## src/pkg/sauw_pkg.sv

```systemverilog
// Constants for the secondary arbiter and upstream window configuration.
package sauw_pkg;
  // Register byte offsets.
  localparam logic [7:0] OFS_ARB = 8'h40;
  localparam logic [7:0] OFS_CHIP = 8'h48;
  localparam logic [7:0] OFS_PRE = 8'h4C;
  localparam logic [7:0] OFS_WIN = 8'h50;
  localparam logic [7:0] OFS_BASE_HI = 8'h54;
  localparam logic [7:0] OFS_LIM_HI = 8'h58;
  // Field positions.
  localparam int PRIO_LSB = 16;
  localparam int BRIDGE_PRIO_BIT = 25;
  localparam int FT_BIT = 0;
  localparam int PARK_BIT = 1;
  localparam int WIN_EN_BIT = 16;
  localparam int PRE_LSB = 28;
  localparam int CAP_BASE_LSB = 0;
  localparam int BASE_LSB = 4;
  localparam int CAP_LIM_LSB = 16;
  localparam int LIM_LSB = 20;
  // Values after reset.
  localparam logic [8:0] PRIO_RST = 9'h000;
  localparam logic BRIDGE_PRIO_RST = 1'b1;
  localparam logic FT_RST = 1'b0;
  localparam logic PARK_RST = 1'b0;
  localparam logic WIN_EN_RST = 1'b0;
  localparam logic [3:0] PRE_RST = 4'h0;
  localparam logic [11:0] BASE_RST = 12'h000;
  localparam logic [11:0] LIM_RST = 12'h000;
  localparam logic [31:0] HI_RST = 32'h00000000;
  // Read-only capability code: 64-bit addressing supported.
  localparam logic [3:0] CAP_64 = 4'h1;
  // Low address bits implied by the base and the limit fields.
  localparam logic [19:0] BASE_FILL = 20'h00000;
  localparam logic [19:0] LIM_FILL = 20'hFFFFF;
  // Preemption delay counter: width and saturation value (64 clocks).
  localparam int PRE_CNT_W = 7;
  localparam logic [6:0] PRE_CNT_MAX = 7'h40;
endpackage

```

## src/verilog/sauw_arb.sv

```systemverilog
// Grant logic of the secondary bus arbiter: two groups, round robin, park.
`timescale 1ns/100ps
module sauw_arb import sauw_pkg::*; #(
  parameter int N = 10
) (
  // Clock and reset.
  input wire logic ref_clk,
  input wire logic reset_n,
  // Requests, active high; entry N-1 is the bridge itself.
  input wire logic [N-1:0] req,
  input wire logic [N-1:0] high_grp,
  // Park policy from the register bank; bus busy and preemption window from the top level.
  input wire logic park_to_bridge,
  input wire logic bus_busy,
  input wire logic preempt_ok,
  // One-hot grant.
  output logic [N-1:0] gnt
);
  localparam int IW = $clog2(N);

  logic [N-1:0] gnt_q;
  logic [IW-1:0] last_q;
  logic [N-1:0] hi_req;
  logic [N-1:0] lo_req;
  logic [IW-1:0] winner;
  logic allow;

  // Round-robin search starting just after the last granted entry.
  function automatic logic [IW-1:0] rr_pick(input logic [N-1:0] v,
                                            input logic [IW-1:0] start);
    int k;
    logic found;
    begin
      rr_pick = start;
      found = 1'b0;
      for (int i = 1; i <= N; i++) begin
        k = int'(start) + i;
        if (k >= N) begin
          k = k - N;
        end
        if (!found && v[k]) begin
          rr_pick = IW'(k);
          found = 1'b1;
        end
      end
    end
  endfunction

  // High group is always served first; low group only when high is empty.
  assign hi_req = req & high_grp;
  assign lo_req = req & ~high_grp;
  assign winner = (|hi_req) ? rr_pick(hi_req, last_q)
                            : rr_pick(lo_req, last_q);
  // The grant may only move while the bus is idle or preemption is open.
  assign allow = !bus_busy || preempt_ok;
  assign gnt = gnt_q;

  // Grant register and last-master memory.
  always_ff @(posedge ref_clk or negedge reset_n) begin
    if (!reset_n) begin
      gnt_q <= '0;
      last_q <= IW'(N - 1);
    end else if (allow) begin
      if (|req) begin
        gnt_q <= N'(1) << winner;
        last_q <= winner;
      end else if (park_to_bridge) begin
        gnt_q <= N'(1) << (N - 1);
      end else begin
        gnt_q <= N'(1) << last_q;
      end
    end
  end
endmodule // sauw_arb

```

## src/verilog/sauw_top.sv

```systemverilog
// Secondary arbiter and upstream window configuration bank with its logic.
//
// Overview of operation
// - Nine writable master priority bits, reset zero.
// - Bit 24 is request 8, bit 16 request 0.
// - Bridge priority bit, resets high group.
// - Reserved bits read zero, ignore writes.
// - Memory read flow-through only when enabled.
// - Idle bus parks on last master or bridge.
// - Window enable confines upstream claims to range.
// - Four-bit preemption delay; top bit disables.
// - Codes zero to seven give 0..64 clocks.
// - Both window registers report 64-bit capability.
// - Writable upper base address field, reset zero.
// - Writable upper limit address field.
// - Base bits 63 to 32 register, reset zero.
// - Limit bits 63 to 32 register, reset zero.
//
// The implementer's own choice: the Avalon-MM interface to the registers.
`timescale 1ns/100ps
module sauw_top import sauw_pkg::*; #(
  parameter int NREQ = 9
) (
  // Clock and reset.
  input wire logic ref_clk,
  input wire logic reset_n,
  // Avalon-MM slave.
  input wire logic [7:0] avs_address,
  input wire logic avs_read,
  input wire logic avs_write,
  input wire logic [31:0] avs_writedata,
  input wire logic [3:0] avs_byteenable,
  output logic [31:0] avs_readdata,
  output logic avs_waitrequest,
  // Secondary bus arbitration pins.
  input wire logic [NREQ-1:0] sec_req_n,
  input wire logic sec_frame_n,
  output logic [NREQ-1:0] sec_gnt_n,
  // Bridge's own secondary master.
  input wire logic bridge_req,
  output logic bridge_gnt,
  // Forwarding datapath interface.
  input wire logic [63:0] fwd_addr,
  input wire logic fwd_in_downstream,
  output logic upstream_claim,
  output logic flow_through_en
);
  localparam int NA = NREQ + 1;

  // Configuration state.
  logic [NREQ-1:0] prio_q;
  logic bridge_prio_q;
  logic ft_en_q;
  logic park_q;
  logic win_en_q;
  logic [3:0] pre_q;
  logic [11:0] base_q;
  logic [11:0] lim_q;
  logic [31:0] base_hi_q;
  logic [31:0] lim_hi_q;

  // Bus slave state.
  logic ack_q;
  logic [31:0] rdata_q;
  logic [31:0] rdata_d;
  logic [31:0] wmask;
  logic [31:0] cur_word;
  logic [31:0] wword;
  logic wr_fire;

  // Synchronised pins.
  logic [NREQ-1:0] req_n_meta_q;
  logic [NREQ-1:0] req_n_sync_q;
  logic frame_n_meta_q;
  logic frame_n_sync_q;

  // Preemption timing.
  logic [PRE_CNT_W-1:0] frame_cnt_q;
  logic [PRE_CNT_W-1:0] pre_delay;
  logic preempt_ok;
  logic bus_busy;

  // Arbiter vectors.
  logic [NA-1:0] arb_req;
  logic [NA-1:0] arb_high;
  logic [NA-1:0] arb_gnt;

  // Window compare.
  logic [63:0] win_base;
  logic [63:0] win_limit;
  logic in_window;
  logic upstream_claim_q;

  // One wait state: the request is taken on the edge where ack_q is high.
  assign avs_waitrequest = (avs_read || avs_write) && !ack_q;
  assign wr_fire = avs_write && ack_q;
  assign avs_readdata = rdata_q;

  always_ff @(posedge ref_clk or negedge reset_n) begin
    if (!reset_n) begin
      ack_q <= 1'b0;
    end else begin
      ack_q <= (avs_read || avs_write) && !ack_q;
    end
  end

  // Read mux; unmapped offsets and reserved bits read as zero.
  always_comb begin
    rdata_d = 32'h00000000;
    case (avs_address)
      OFS_ARB: begin
        rdata_d[PRIO_LSB +: NREQ] = prio_q;
        rdata_d[BRIDGE_PRIO_BIT] = bridge_prio_q;
      end
      OFS_CHIP: begin
        rdata_d[FT_BIT] = ft_en_q;
        rdata_d[PARK_BIT] = park_q;
        rdata_d[WIN_EN_BIT] = win_en_q;
      end
      OFS_PRE: begin
        rdata_d[PRE_LSB +: 4] = pre_q;
      end
      OFS_WIN: begin
        rdata_d[CAP_BASE_LSB +: 4] = CAP_64;
        rdata_d[BASE_LSB +: 12] = base_q;
        rdata_d[CAP_LIM_LSB +: 4] = CAP_64;
        rdata_d[LIM_LSB +: 12] = lim_q;
      end
      OFS_BASE_HI: begin
        rdata_d = base_hi_q;
      end
      OFS_LIM_HI: begin
        rdata_d = lim_hi_q;
      end
      default: begin
        rdata_d = 32'h00000000;
      end
    endcase
  end

  // Read data is captured in the wait cycle so it stands at the answer.
  always_ff @(posedge ref_clk or negedge reset_n) begin
    if (!reset_n) begin
      rdata_q <= 32'h00000000;
    end else if (avs_read && !ack_q) begin
      rdata_q <= rdata_d;
    end
  end

  // Byte enables pick which lanes of the current word are replaced.
  always_comb begin
    wmask = {{8{avs_byteenable[3]}}, {8{avs_byteenable[2]}},
             {8{avs_byteenable[1]}}, {8{avs_byteenable[0]}}};
    cur_word = rdata_d;
    wword = (cur_word & ~wmask) | (avs_writedata & wmask);
  end

  // Arbiter priority register; only the defined bits are stored.
  always_ff @(posedge ref_clk or negedge reset_n) begin
    if (!reset_n) begin
      prio_q <= PRIO_RST;
      bridge_prio_q <= BRIDGE_PRIO_RST;
    end else if (wr_fire && avs_address == OFS_ARB) begin
      prio_q <= wword[PRIO_LSB +: NREQ];
      bridge_prio_q <= wword[BRIDGE_PRIO_BIT];
    end
  end

  // Chip control and window enable share one word.
  always_ff @(posedge ref_clk or negedge reset_n) begin
    if (!reset_n) begin
      ft_en_q <= FT_RST;
      park_q <= PARK_RST;
      win_en_q <= WIN_EN_RST;
    end else if (wr_fire && avs_address == OFS_CHIP) begin
      ft_en_q <= wword[FT_BIT];
      park_q <= wword[PARK_BIT];
      win_en_q <= wword[WIN_EN_BIT];
    end
  end

  // Preemption control field.
  always_ff @(posedge ref_clk or negedge reset_n) begin
    if (!reset_n) begin
      pre_q <= PRE_RST;
    end else if (wr_fire && avs_address == OFS_PRE) begin
      pre_q <= wword[PRE_LSB +: 4];
    end
  end

  // Upper base and limit fields; capability nibbles are not writable.
  always_ff @(posedge ref_clk or negedge reset_n) begin
    if (!reset_n) begin
      base_q <= BASE_RST;
      lim_q <= LIM_RST;
    end else if (wr_fire && avs_address == OFS_WIN) begin
      base_q <= wword[BASE_LSB +: 12];
      lim_q <= wword[LIM_LSB +: 12];
    end
  end

  // High halves of the 64-bit base and limit.
  always_ff @(posedge ref_clk or negedge reset_n) begin
    if (!reset_n) begin
      base_hi_q <= HI_RST;
      lim_hi_q <= HI_RST;
    end else if (wr_fire) begin
      if (avs_address == OFS_BASE_HI) begin
        base_hi_q <= wword;
      end
      if (avs_address == OFS_LIM_HI) begin
        lim_hi_q <= wword;
      end
    end
  end

  // Pins come from another clock, so each passes two flip-flops first.
  always_ff @(posedge ref_clk or negedge reset_n) begin
    if (!reset_n) begin
      req_n_meta_q <= '1;
      req_n_sync_q <= '1;
      frame_n_meta_q <= 1'b1;
      frame_n_sync_q <= 1'b1;
    end else begin
      req_n_meta_q <= sec_req_n;
      req_n_sync_q <= req_n_meta_q;
      frame_n_meta_q <= sec_frame_n;
      frame_n_sync_q <= frame_n_meta_q;
    end
  end

  assign bus_busy = !frame_n_sync_q;

  // Clocks since frame assertion; saturates at the longest delay.
  always_ff @(posedge ref_clk or negedge reset_n) begin
    if (!reset_n) begin
      frame_cnt_q <= '0;
    end else if (!bus_busy) begin
      frame_cnt_q <= '0;
    end else if (frame_cnt_q != PRE_CNT_MAX) begin
      frame_cnt_q <= frame_cnt_q + PRE_CNT_W'(1);
    end
  end

  // Code zero means no wait; code n waits two to the n-1 clocks.
  always_comb begin
    if (pre_q[2:0] == 3'h0) begin
      pre_delay = '0;
    end else begin
      pre_delay = PRE_CNT_W'(1) << (pre_q[2:0] - 3'h1);
    end
  end

  // A set top bit closes preemption for good, whatever the count.
  assign preempt_ok = !pre_q[3] && (frame_cnt_q >= pre_delay);

  // Requests enter in pin order; the bridge is the top entry.
  assign arb_req = {bridge_req, ~req_n_sync_q};
  assign arb_high = {bridge_prio_q, prio_q};

  sauw_arb #(
    .N(NA)
  ) u_arb (
    .ref_clk(ref_clk),
    .reset_n(reset_n),
    .req(arb_req),
    .high_grp(arb_high),
    .park_to_bridge(park_q),
    .bus_busy(bus_busy),
    .preempt_ok(preempt_ok),
    .gnt(arb_gnt)
  );

  assign sec_gnt_n = ~arb_gnt[NREQ-1:0];
  assign bridge_gnt = arb_gnt[NREQ];

  // The forwarding datapath may only flow reads through when enabled.
  assign flow_through_en = ft_en_q;

  // Window bounds: base is rounded down and limit up to 1 MB granules.
  assign win_base = {base_hi_q, base_q, BASE_FILL};
  assign win_limit = {lim_hi_q, lim_q, LIM_FILL};
  assign in_window = (fwd_addr >= win_base) &&
                     (fwd_addr <= win_limit);

  // Claim decision is registered, one clock after the address is shown.
  always_ff @(posedge ref_clk or negedge reset_n) begin
    if (!reset_n) begin
      upstream_claim_q <= 1'b0;
    end else begin
      upstream_claim_q <= !fwd_in_downstream &&
                          (!win_en_q || in_window);
    end
  end

  assign upstream_claim = upstream_claim_q;
endmodule // sauw_top

```

## config.mk

```make
export PLATFORM = sky130hd
export DESIGN_NAME = sauw_top
export DESIGN_NICKNAME = d
export VERILOG_FILES = /design/src/pkg/sauw_pkg.sv /design/src/verilog/sauw_arb.sv /design/src/verilog/sauw_top.sv
export SDC_FILE = /design/constraint.sdc
export NUM_CORES = 1
export LEC_CHECK = 0
export BUFFER_PORTS_ARGS = -buffer_cell sky130_fd_sc_hd__buf_2
export CORE_ASPECT_RATIO = 1.4
export CORE_MARGIN = 2
export CORE_UTILIZATION = 49
export CTS_BUF_LIST = sky130_fd_sc_hd__clkbuf_8
export DETAILED_ROUTE_END_ITERATION = 8
export PLACE_DENSITY = 0.69
export SETUP_SLACK_MARGIN = 0.2
export SYNTH_ARGS = -nofsm -noshare
export SYNTH_HDL_FRONTEND = slang
export SYNTH_SLANG_ARGS = --single-unit
```

## constraint.sdc

```tcl
create_clock -name ref_clk -period 6.2 [get_ports ref_clk]
set_input_delay 0.93 -clock ref_clk [delete_from_list [all_inputs] [get_ports ref_clk]]
set_output_delay 0.93 -clock ref_clk [all_outputs]
set_load 0.005 [all_outputs]
```

==> metrics.cfg, run 1 <==
[outcome]
status=completed

[placement]
place_congestion=1.03
place_ws_ns=0.549
port_buffers=168
dp_hpwl_um=44900

[critical_path]
cp-end-kind=register
path_class=register to register
arrival_ns=6.02
worstSetupStartpointType=register
crit_required_ns=6.60
path_max_fanout=14

[route]
vias=14976
first_pass_iters=6
drtIter0Drc=1121
ant_nets=0
avgViaCountPerCell=6.44
drt-total-wl_um=56900
drc=0
wl_per_cell_um=24.5

[clock_tree]
worstSkewPairLatency_ns=0.50
root_buffer=clkbuf_8
cts.clk_slew.worst_paths_ns=0.09
clockBufferDepth=2
htreeDepth=4
clock-sinks=180
cts_hold_buf=0
numCtsBuffers=17
tritoncts=yes

[timing]
fin_ws_ns=0.577
slew_headroom=0.226
finalCriticalPeriod_ns=5.62
fmax_mhz=178
worst_pin_slew_ns=1.13
setup-violations-final=0
slew_viol_final=0
rsz0062_at_grt=no
finalCritPeriodShare=0.907
finClkSkew_ns=0.0150
timing.setup.tns_ns=0
hold_viol_final=0

[global_route]
grt_pass1_wl_um=85500
grt_pass1_vias=14926
grt.total_usage=0.345
grt_max_degree=106
grt-ovfl-total=0
antenna_found_initial=4

[synthesis]
dominantRegCellSynth=dfrtp_1
syn_nets=2033
synthArstFlopShare=1.00
synth-seq-cells=180
syn_inst=1784
syn-cell-area_mm2=0.0151
yosys_warnings=0
synth_edf_count=0
syn_area_per_cell_um2=8.48
ys_types=99
seq_area_frac_synth=0.300

[die]
num_rows=76
die_area_mm2=0.0323
fp.dieW_um=153
core-area_mm2=0.0306
pin_count=169
dieHeight_um=212
initial_core_util=0.494

[power_and_ir_drop]
powerDensity_mw_per_mm2=607
p_leak_nw=7.90
ir_drop_mv=0.375

[finish]
final_nets=2167
drive_gt1_frac=0.198
syn2layout_area_growth_pct=11.1

[min_path]
hold_path_class=register to register

[flow_run]
maxCapViolCount=0

## flip-flops by register name (all words and copies together) (netlist names)
signal / count
lim_q: 12
req_n_sync_q: 9
frame_n_meta_q: 1
pre_q: 4
win_en_q: 1
prio_q: 9
u_arb.last_q: 4
base_hi_q: 32
upstream_claim: 1
u_arb.gnt: 10
avs_readdata: 32
flow_through_en: 1
lim_hi_q: 32
frame_n_sync_q: 1
park_q: 1
ack_q: 1
frame_cnt_q: 7
bridge_prio_q: 1
base_q: 12
req_n_meta_q: 9
## final cells by class
| cell class | count | area (µm²) |
|---|---|---|
| inverters | 144 | 541 |
| clock inverters | 14 | 148 |
| repair buffers | 206 | 1130 |
| fillers | 2907 | 13800 |
| multi-input cells | 1369 | 9710 |
| diodes | 3 | 7.51 |
| clock buffers | 18 | 248 |
| well taps | 390 | 488 |
| flip-flops and latches | 180 | 4530 |
## layer usage
metal  GRT usage  up-vias  share of wire
li1            -     6899              -
met1       0.352     7251           0.35
met2       0.629      610           0.51
met3      0.0555      212          0.050
met4       0.267        4          0.088
met5           0        -        0.00072
## path summary, 6_finish.rpt
| path | from | endpoint | slack (ns) | cells after the start |
|---|---|---|---|---|
| max | u_arb.last_q[1]$_DFFE_PN0P_ | u_arb.gnt[6]$_DFFE_PN0P_ | 0.58 | 16 |
| min | req_n_meta_q[5]$_DFF_PN1_ | req_n_sync_q[5]$_DFF_PN1_ | 0.36 | 0 |
| max reg2reg | u_arb.last_q[1]$_DFFE_PN0P_ | u_arb.gnt[6]$_DFFE_PN0P_ | 0.58 | 16 |
| min reg2reg | req_n_meta_q[5]$_DFF_PN1_ | req_n_sync_q[5]$_DFF_PN1_ | 0.36 | 0 |
| max in group asynchronous | reset_n | avs_readdata[13]$_DFFE_PN0P_ | 4.11 | 2 |
| min in group asynchronous | reset_n | base_hi_q[3]$_DFFE_PN0P_ | 0.53 | 1 |
## Yosys cell counts, drive strengths merged (10+ instances only)
cell	n	area, µm²
or2	18	113
a21o	48	360
nor3b	12	90.1
a21oi	69	360
mux2	76	856
o31ai	19	143
o21ai	147	736
dfstp	23	604
mux2i	41	410
nand4	39	244
o211ai	28	210
nor2	92	345
xnor2	16	140
nand2	175	657
a21boi	10	78.8
and2	12	75.1
buf	23	134
nand3b	11	82.6
clkbuf	68	256
or3	13	81.3
dfrtp	157	3930
o21a	11	82.6
a211oi	14	105
inv	143	537
nand3	42	210
nor3	56	285
and3	12	75.1
a31oi	15	93.8
nor4	25	156
a222oi	27	270
nor2b	25	156
ha	124	1550
nand2b	21	131
or4	10	82.6
## power by group
group	total [mW]	leakage [nW]	switching, mW	internal, mW
Sequential	1.34	2.16	0.0677	1.27
Combinational	8.03	5.53	5.27	2.76
Clock	0.834	0.211	0.460	0.374
Total	10.2	7.90	5.80	4.40
## worst max-delay path: stages (launching register included)
cell      delay (ns)
dfrtp_1         0.58
ha_1            0.31
ha_1            0.59
inv_1           0.15
ha_1            0.47
inv_1           0.17
o211ai_1        0.11
mux2_1          0.15
o22ai_1         0.09
o31a_1          0.40
or4_4           0.57
or3_1           0.50
or4_4           0.57
o21ai_0         0.20
a211o_1         0.16
nand3_1         0.20
o31ai_1         0.29
## through the flow
stage          power [mW]  hold WS [ns]  area, µm²  instances  utilization
2_1_floorplan        6.66         0.345      15100       1784            -
3_3_place_gp         9.23         0.346      16400       2289        0.536
3_5_place_dp         9.14         0.348      16400       2289        0.536
4_1_cts              10.0         0.361      16800       2321        0.548
5_1_grt              10.8         0.364      16800       2322        0.549
6_report             10.2         0.360      16800       2324        0.549
## kinds of logic after synthesis
family          synth area share
flops                      0.300
simple gates               0.197
fa+ha+maj                  0.104
buf+inv                   0.0615
compound gates             0.241
xor+xnor                  0.0122
mux                       0.0852
## cell usage in the layout, fill, tap and decap left out, types with 25 or more instances in the layout
cell / Yosys / layout
a222oi_1: 27 / 27
nor2_1: 92 / 90
mux2i_1: 41 / 41
nand2_1: 175 / 175
nor3_1: 55 / 52
ha_1: 124 / 124
a21o_1: 48 / 48
a21oi_1: 67 / 67
inv_1: 141 / 142
o21ai_0: 145 / 145
nor2b_1: 25 / 25
buf_4: 6 / 38
dfrtp_1: 157 / 157
nand3_1: 42 / 41
buf_2: 8 / 167
mux2_2: 75 / 75
nand4_1: 39 / 39
o211ai_1: 28 / 28
## what timing repair did
action / in CTS / in global routing
endpoints found under the setup margin: 0 / 11
gates resized for setup: 0 / 1
setup buffers: 0 / 0
(Power assumes the default switching activity.)
==> inputs of run 2 (changes only) <==
- CORE_UTILIZATION: 49 -> 40
- PLACE_DENSITY: 0.69 -> not set
- SLEW_MARGIN: not set -> 20
==> run 2 against run 1 <==
  * Final cell count grew 3.6%
  * Sequential power about the same
  * First-iteration DRC count increased by 10%
  * Largest cell class unchanged
  * Via count shrank 0.90%
  * Fmax increased by 0.46%
  * Hold slack got worse by 0.011 ns
  * Clock power grew 2.4%
  * Worst setup slack gained 0.026 ns
  * Design area rose by 0.70%
  * Critical path depth rose by 1
  * Highest routed layer unchanged
  * Critical path type unchanged
  * Clock skew rose by 0.010 ns
==> metrics.cfg, run 2 (synthesis results as in run 1) <==
[outcome]
status=completed

[route]
ant_nets=0
vias=14841
avgViaCountPerCell=6.17
first_pass_iters=7
wl_met2_um=29000
wl_met3_um=3130
wl_per_cell_um=23.6
drt-total-wl_um=56900
drtIter0Drc=1234
m1WireLength_um=20800
dr.max_layer_used=met5
drc=0

[finish]
syn2layout_area_growth_pct=11.9
fillers=3750
final_nets=2168
final_common_cell=nand2_1
layout_common_cells=nand2_1, buf_2, dfrtp_1
drive_gt1_frac=0.198

[global_route]
antenna_found_initial=9
grt_pass1_vias=14788
grt_max_degree=116
grt-ovfl-total=0
grt.total_usage=0.289
grt_pass1_wl_um=86500

[timing]
setup-violations-final=0
finClkSkew_ns=0.0254
hold_viol_final=0
slew_headroom=0.326
worst_pin_slew_ns=1.01
finalCritPeriodShare=0.903
slew_viol_final=0
fmax_mhz=179
rsz0062_at_grt=no
finalCriticalPeriod_ns=5.60
timing.setup.tns_ns=0

[flow_run]
maxCapViolCount=0

[placement]
place_congestion=1.02
dp_hpwl_um=45000
port_buffers=168

[die]
die_area_mm2=0.0394
fp.dieW_um=168
core-area_mm2=0.0374
dieHeight_um=234
pin_count=169
num_rows=84
initial_core_util=0.404

[power_and_ir_drop]
powerDensity_mw_per_mm2=595
p_leak_nw=7.89
fin_total_pwr_mw=10.1
ir_drop_mv=0.480

[critical_path]
worstSetupStartpointType=register
path_class=register to register
cp_slowest_cell=dfstp_2
crit_required_ns=6.62
arrival_ns=6.01
cp_cell_sequence=inv_2 -> ha_1 -> xor2_1 -> inv_1 -> ha_1 -> or3b_2 -> o221ai_1 -> o21bai_1 -> o211ai_1 -> nor4_1 -> o21bai_1 -> or3_1 -> nand4b_1 -> a21boi_0 -> nor3b_1 -> o32ai_1 -> o31ai_1
path_max_fanout=12
slowest_delay_ns=0.67
cp-end-kind=register

[clock_tree]
tritoncts=yes
htreeDepth=4
cts.clk_slew.worst_paths_ns=0.11
worstSkewPairLatency_ns=0.51
clockBufferDepth=2
clock-sinks=180
root_buffer=clkbuf_8
numCtsBuffers=17
cts_hold_buf=0

[min_path]
hold_path_class=register to register

## run 2: cell type report
class | instances | area (µm²) | share of cell area
inverters | 144 | 541 | 0.0319
flip-flops and latches | 180 | 4530 | 0.268
well taps | 473 | 592 | 0.0350
clock buffers | 18 | 248 | 0.0146
multi-input cells | 1369 | 9710 | 0.574
diodes | 3 | 7.51 | 0.000444
clock inverters | 13 | 153 | 0.00902
repair buffers | 207 | 1140 | 0.0675
## run 2: worst max-delay path, delay by kind of cell (launching register included)
| kind | cells | cell delay (ns) |
|---|---|---|
| AND/OR/NAND/NOR | 5 | 1.86 |
| adder cells (fa/ha/maj) | 2 | 0.63 |
| buffers and inverters | 2 | 0.25 |
| XOR/XNOR | 1 | 0.34 |
| flip-flops | 1 | 0.67 |
| AO/OA/AOI/OAI | 7 | 1.71 |
## run 2: timing repair
item                                    in CTS  in global routing
resized for setup                            0                  1
endpoints found under the setup margin       0                  3
buffers inserted                             0                  0
## run 2: worst paths after layout
| path | from | endpoint | cells after the start | slack (ns) |
|---|---|---|---|---|
| max in group asynchronous | reset_n | avs_readdata[24]$_DFFE_PN0P_ | 2 | 4.31 |
| hold / removal | frame_n_meta_q$_DFF_PN1_ | frame_n_sync_q$_DFF_PN1_ | 0 | 0.35 |
| hold reg to reg | frame_n_meta_q$_DFF_PN1_ | frame_n_sync_q$_DFF_PN1_ | 0 | 0.35 |
| min in group asynchronous | reset_n | lim_hi_q[3]$_DFFE_PN0P_ | 1 | 0.47 |
| setup / recovery | u_arb.last_q[0]$_DFFE_PN1P_ | u_arb.gnt[4]$_DFFE_PN0P_ | 17 | 0.60 |
| setup reg to reg | u_arb.last_q[0]$_DFFE_PN1P_ | u_arb.gnt[4]$_DFFE_PN0P_ | 17 | 0.60 |
## run 2: through the flow
| stage | util | hold WS [ns] | worst slack (ns) | instances | cell area [µm²] |
|---|---|---|---|---|---|
| 2_1_floorplan | - | 0.345 | 0.526 | 1784 | 15100 |
| 3_3_place_gp | 0.441 | 0.346 | 0.570 | 2373 | 16500 |
| 3_5_place_dp | 0.441 | 0.347 | 0.540 | 2373 | 16500 |
| 4_1_cts | 0.452 | 0.347 | 0.520 | 2404 | 16900 |
| 5_1_grt | 0.452 | 0.360 | 0.191 | 2405 | 16900 |
| 6_report | 0.452 | 0.349 | 0.603 | 2407 | 16900 |
## run 2: where the power goes
group | total (mW) | switching, mW | internal, mW
registers | 1.34 | 0.0670 | 1.27
logic | 7.88 | 5.15 | 2.73
clock network | 0.854 | 0.479 | 0.374
## run 2: routing by layer
metal / GRT usage / vias to the layer above
met5: 0 / -
met4: 0.185 / 8
met3: 0.0532 / 183
met2: 0.528 / 606
met1: 0.305 / 7136
li1: - / 6908
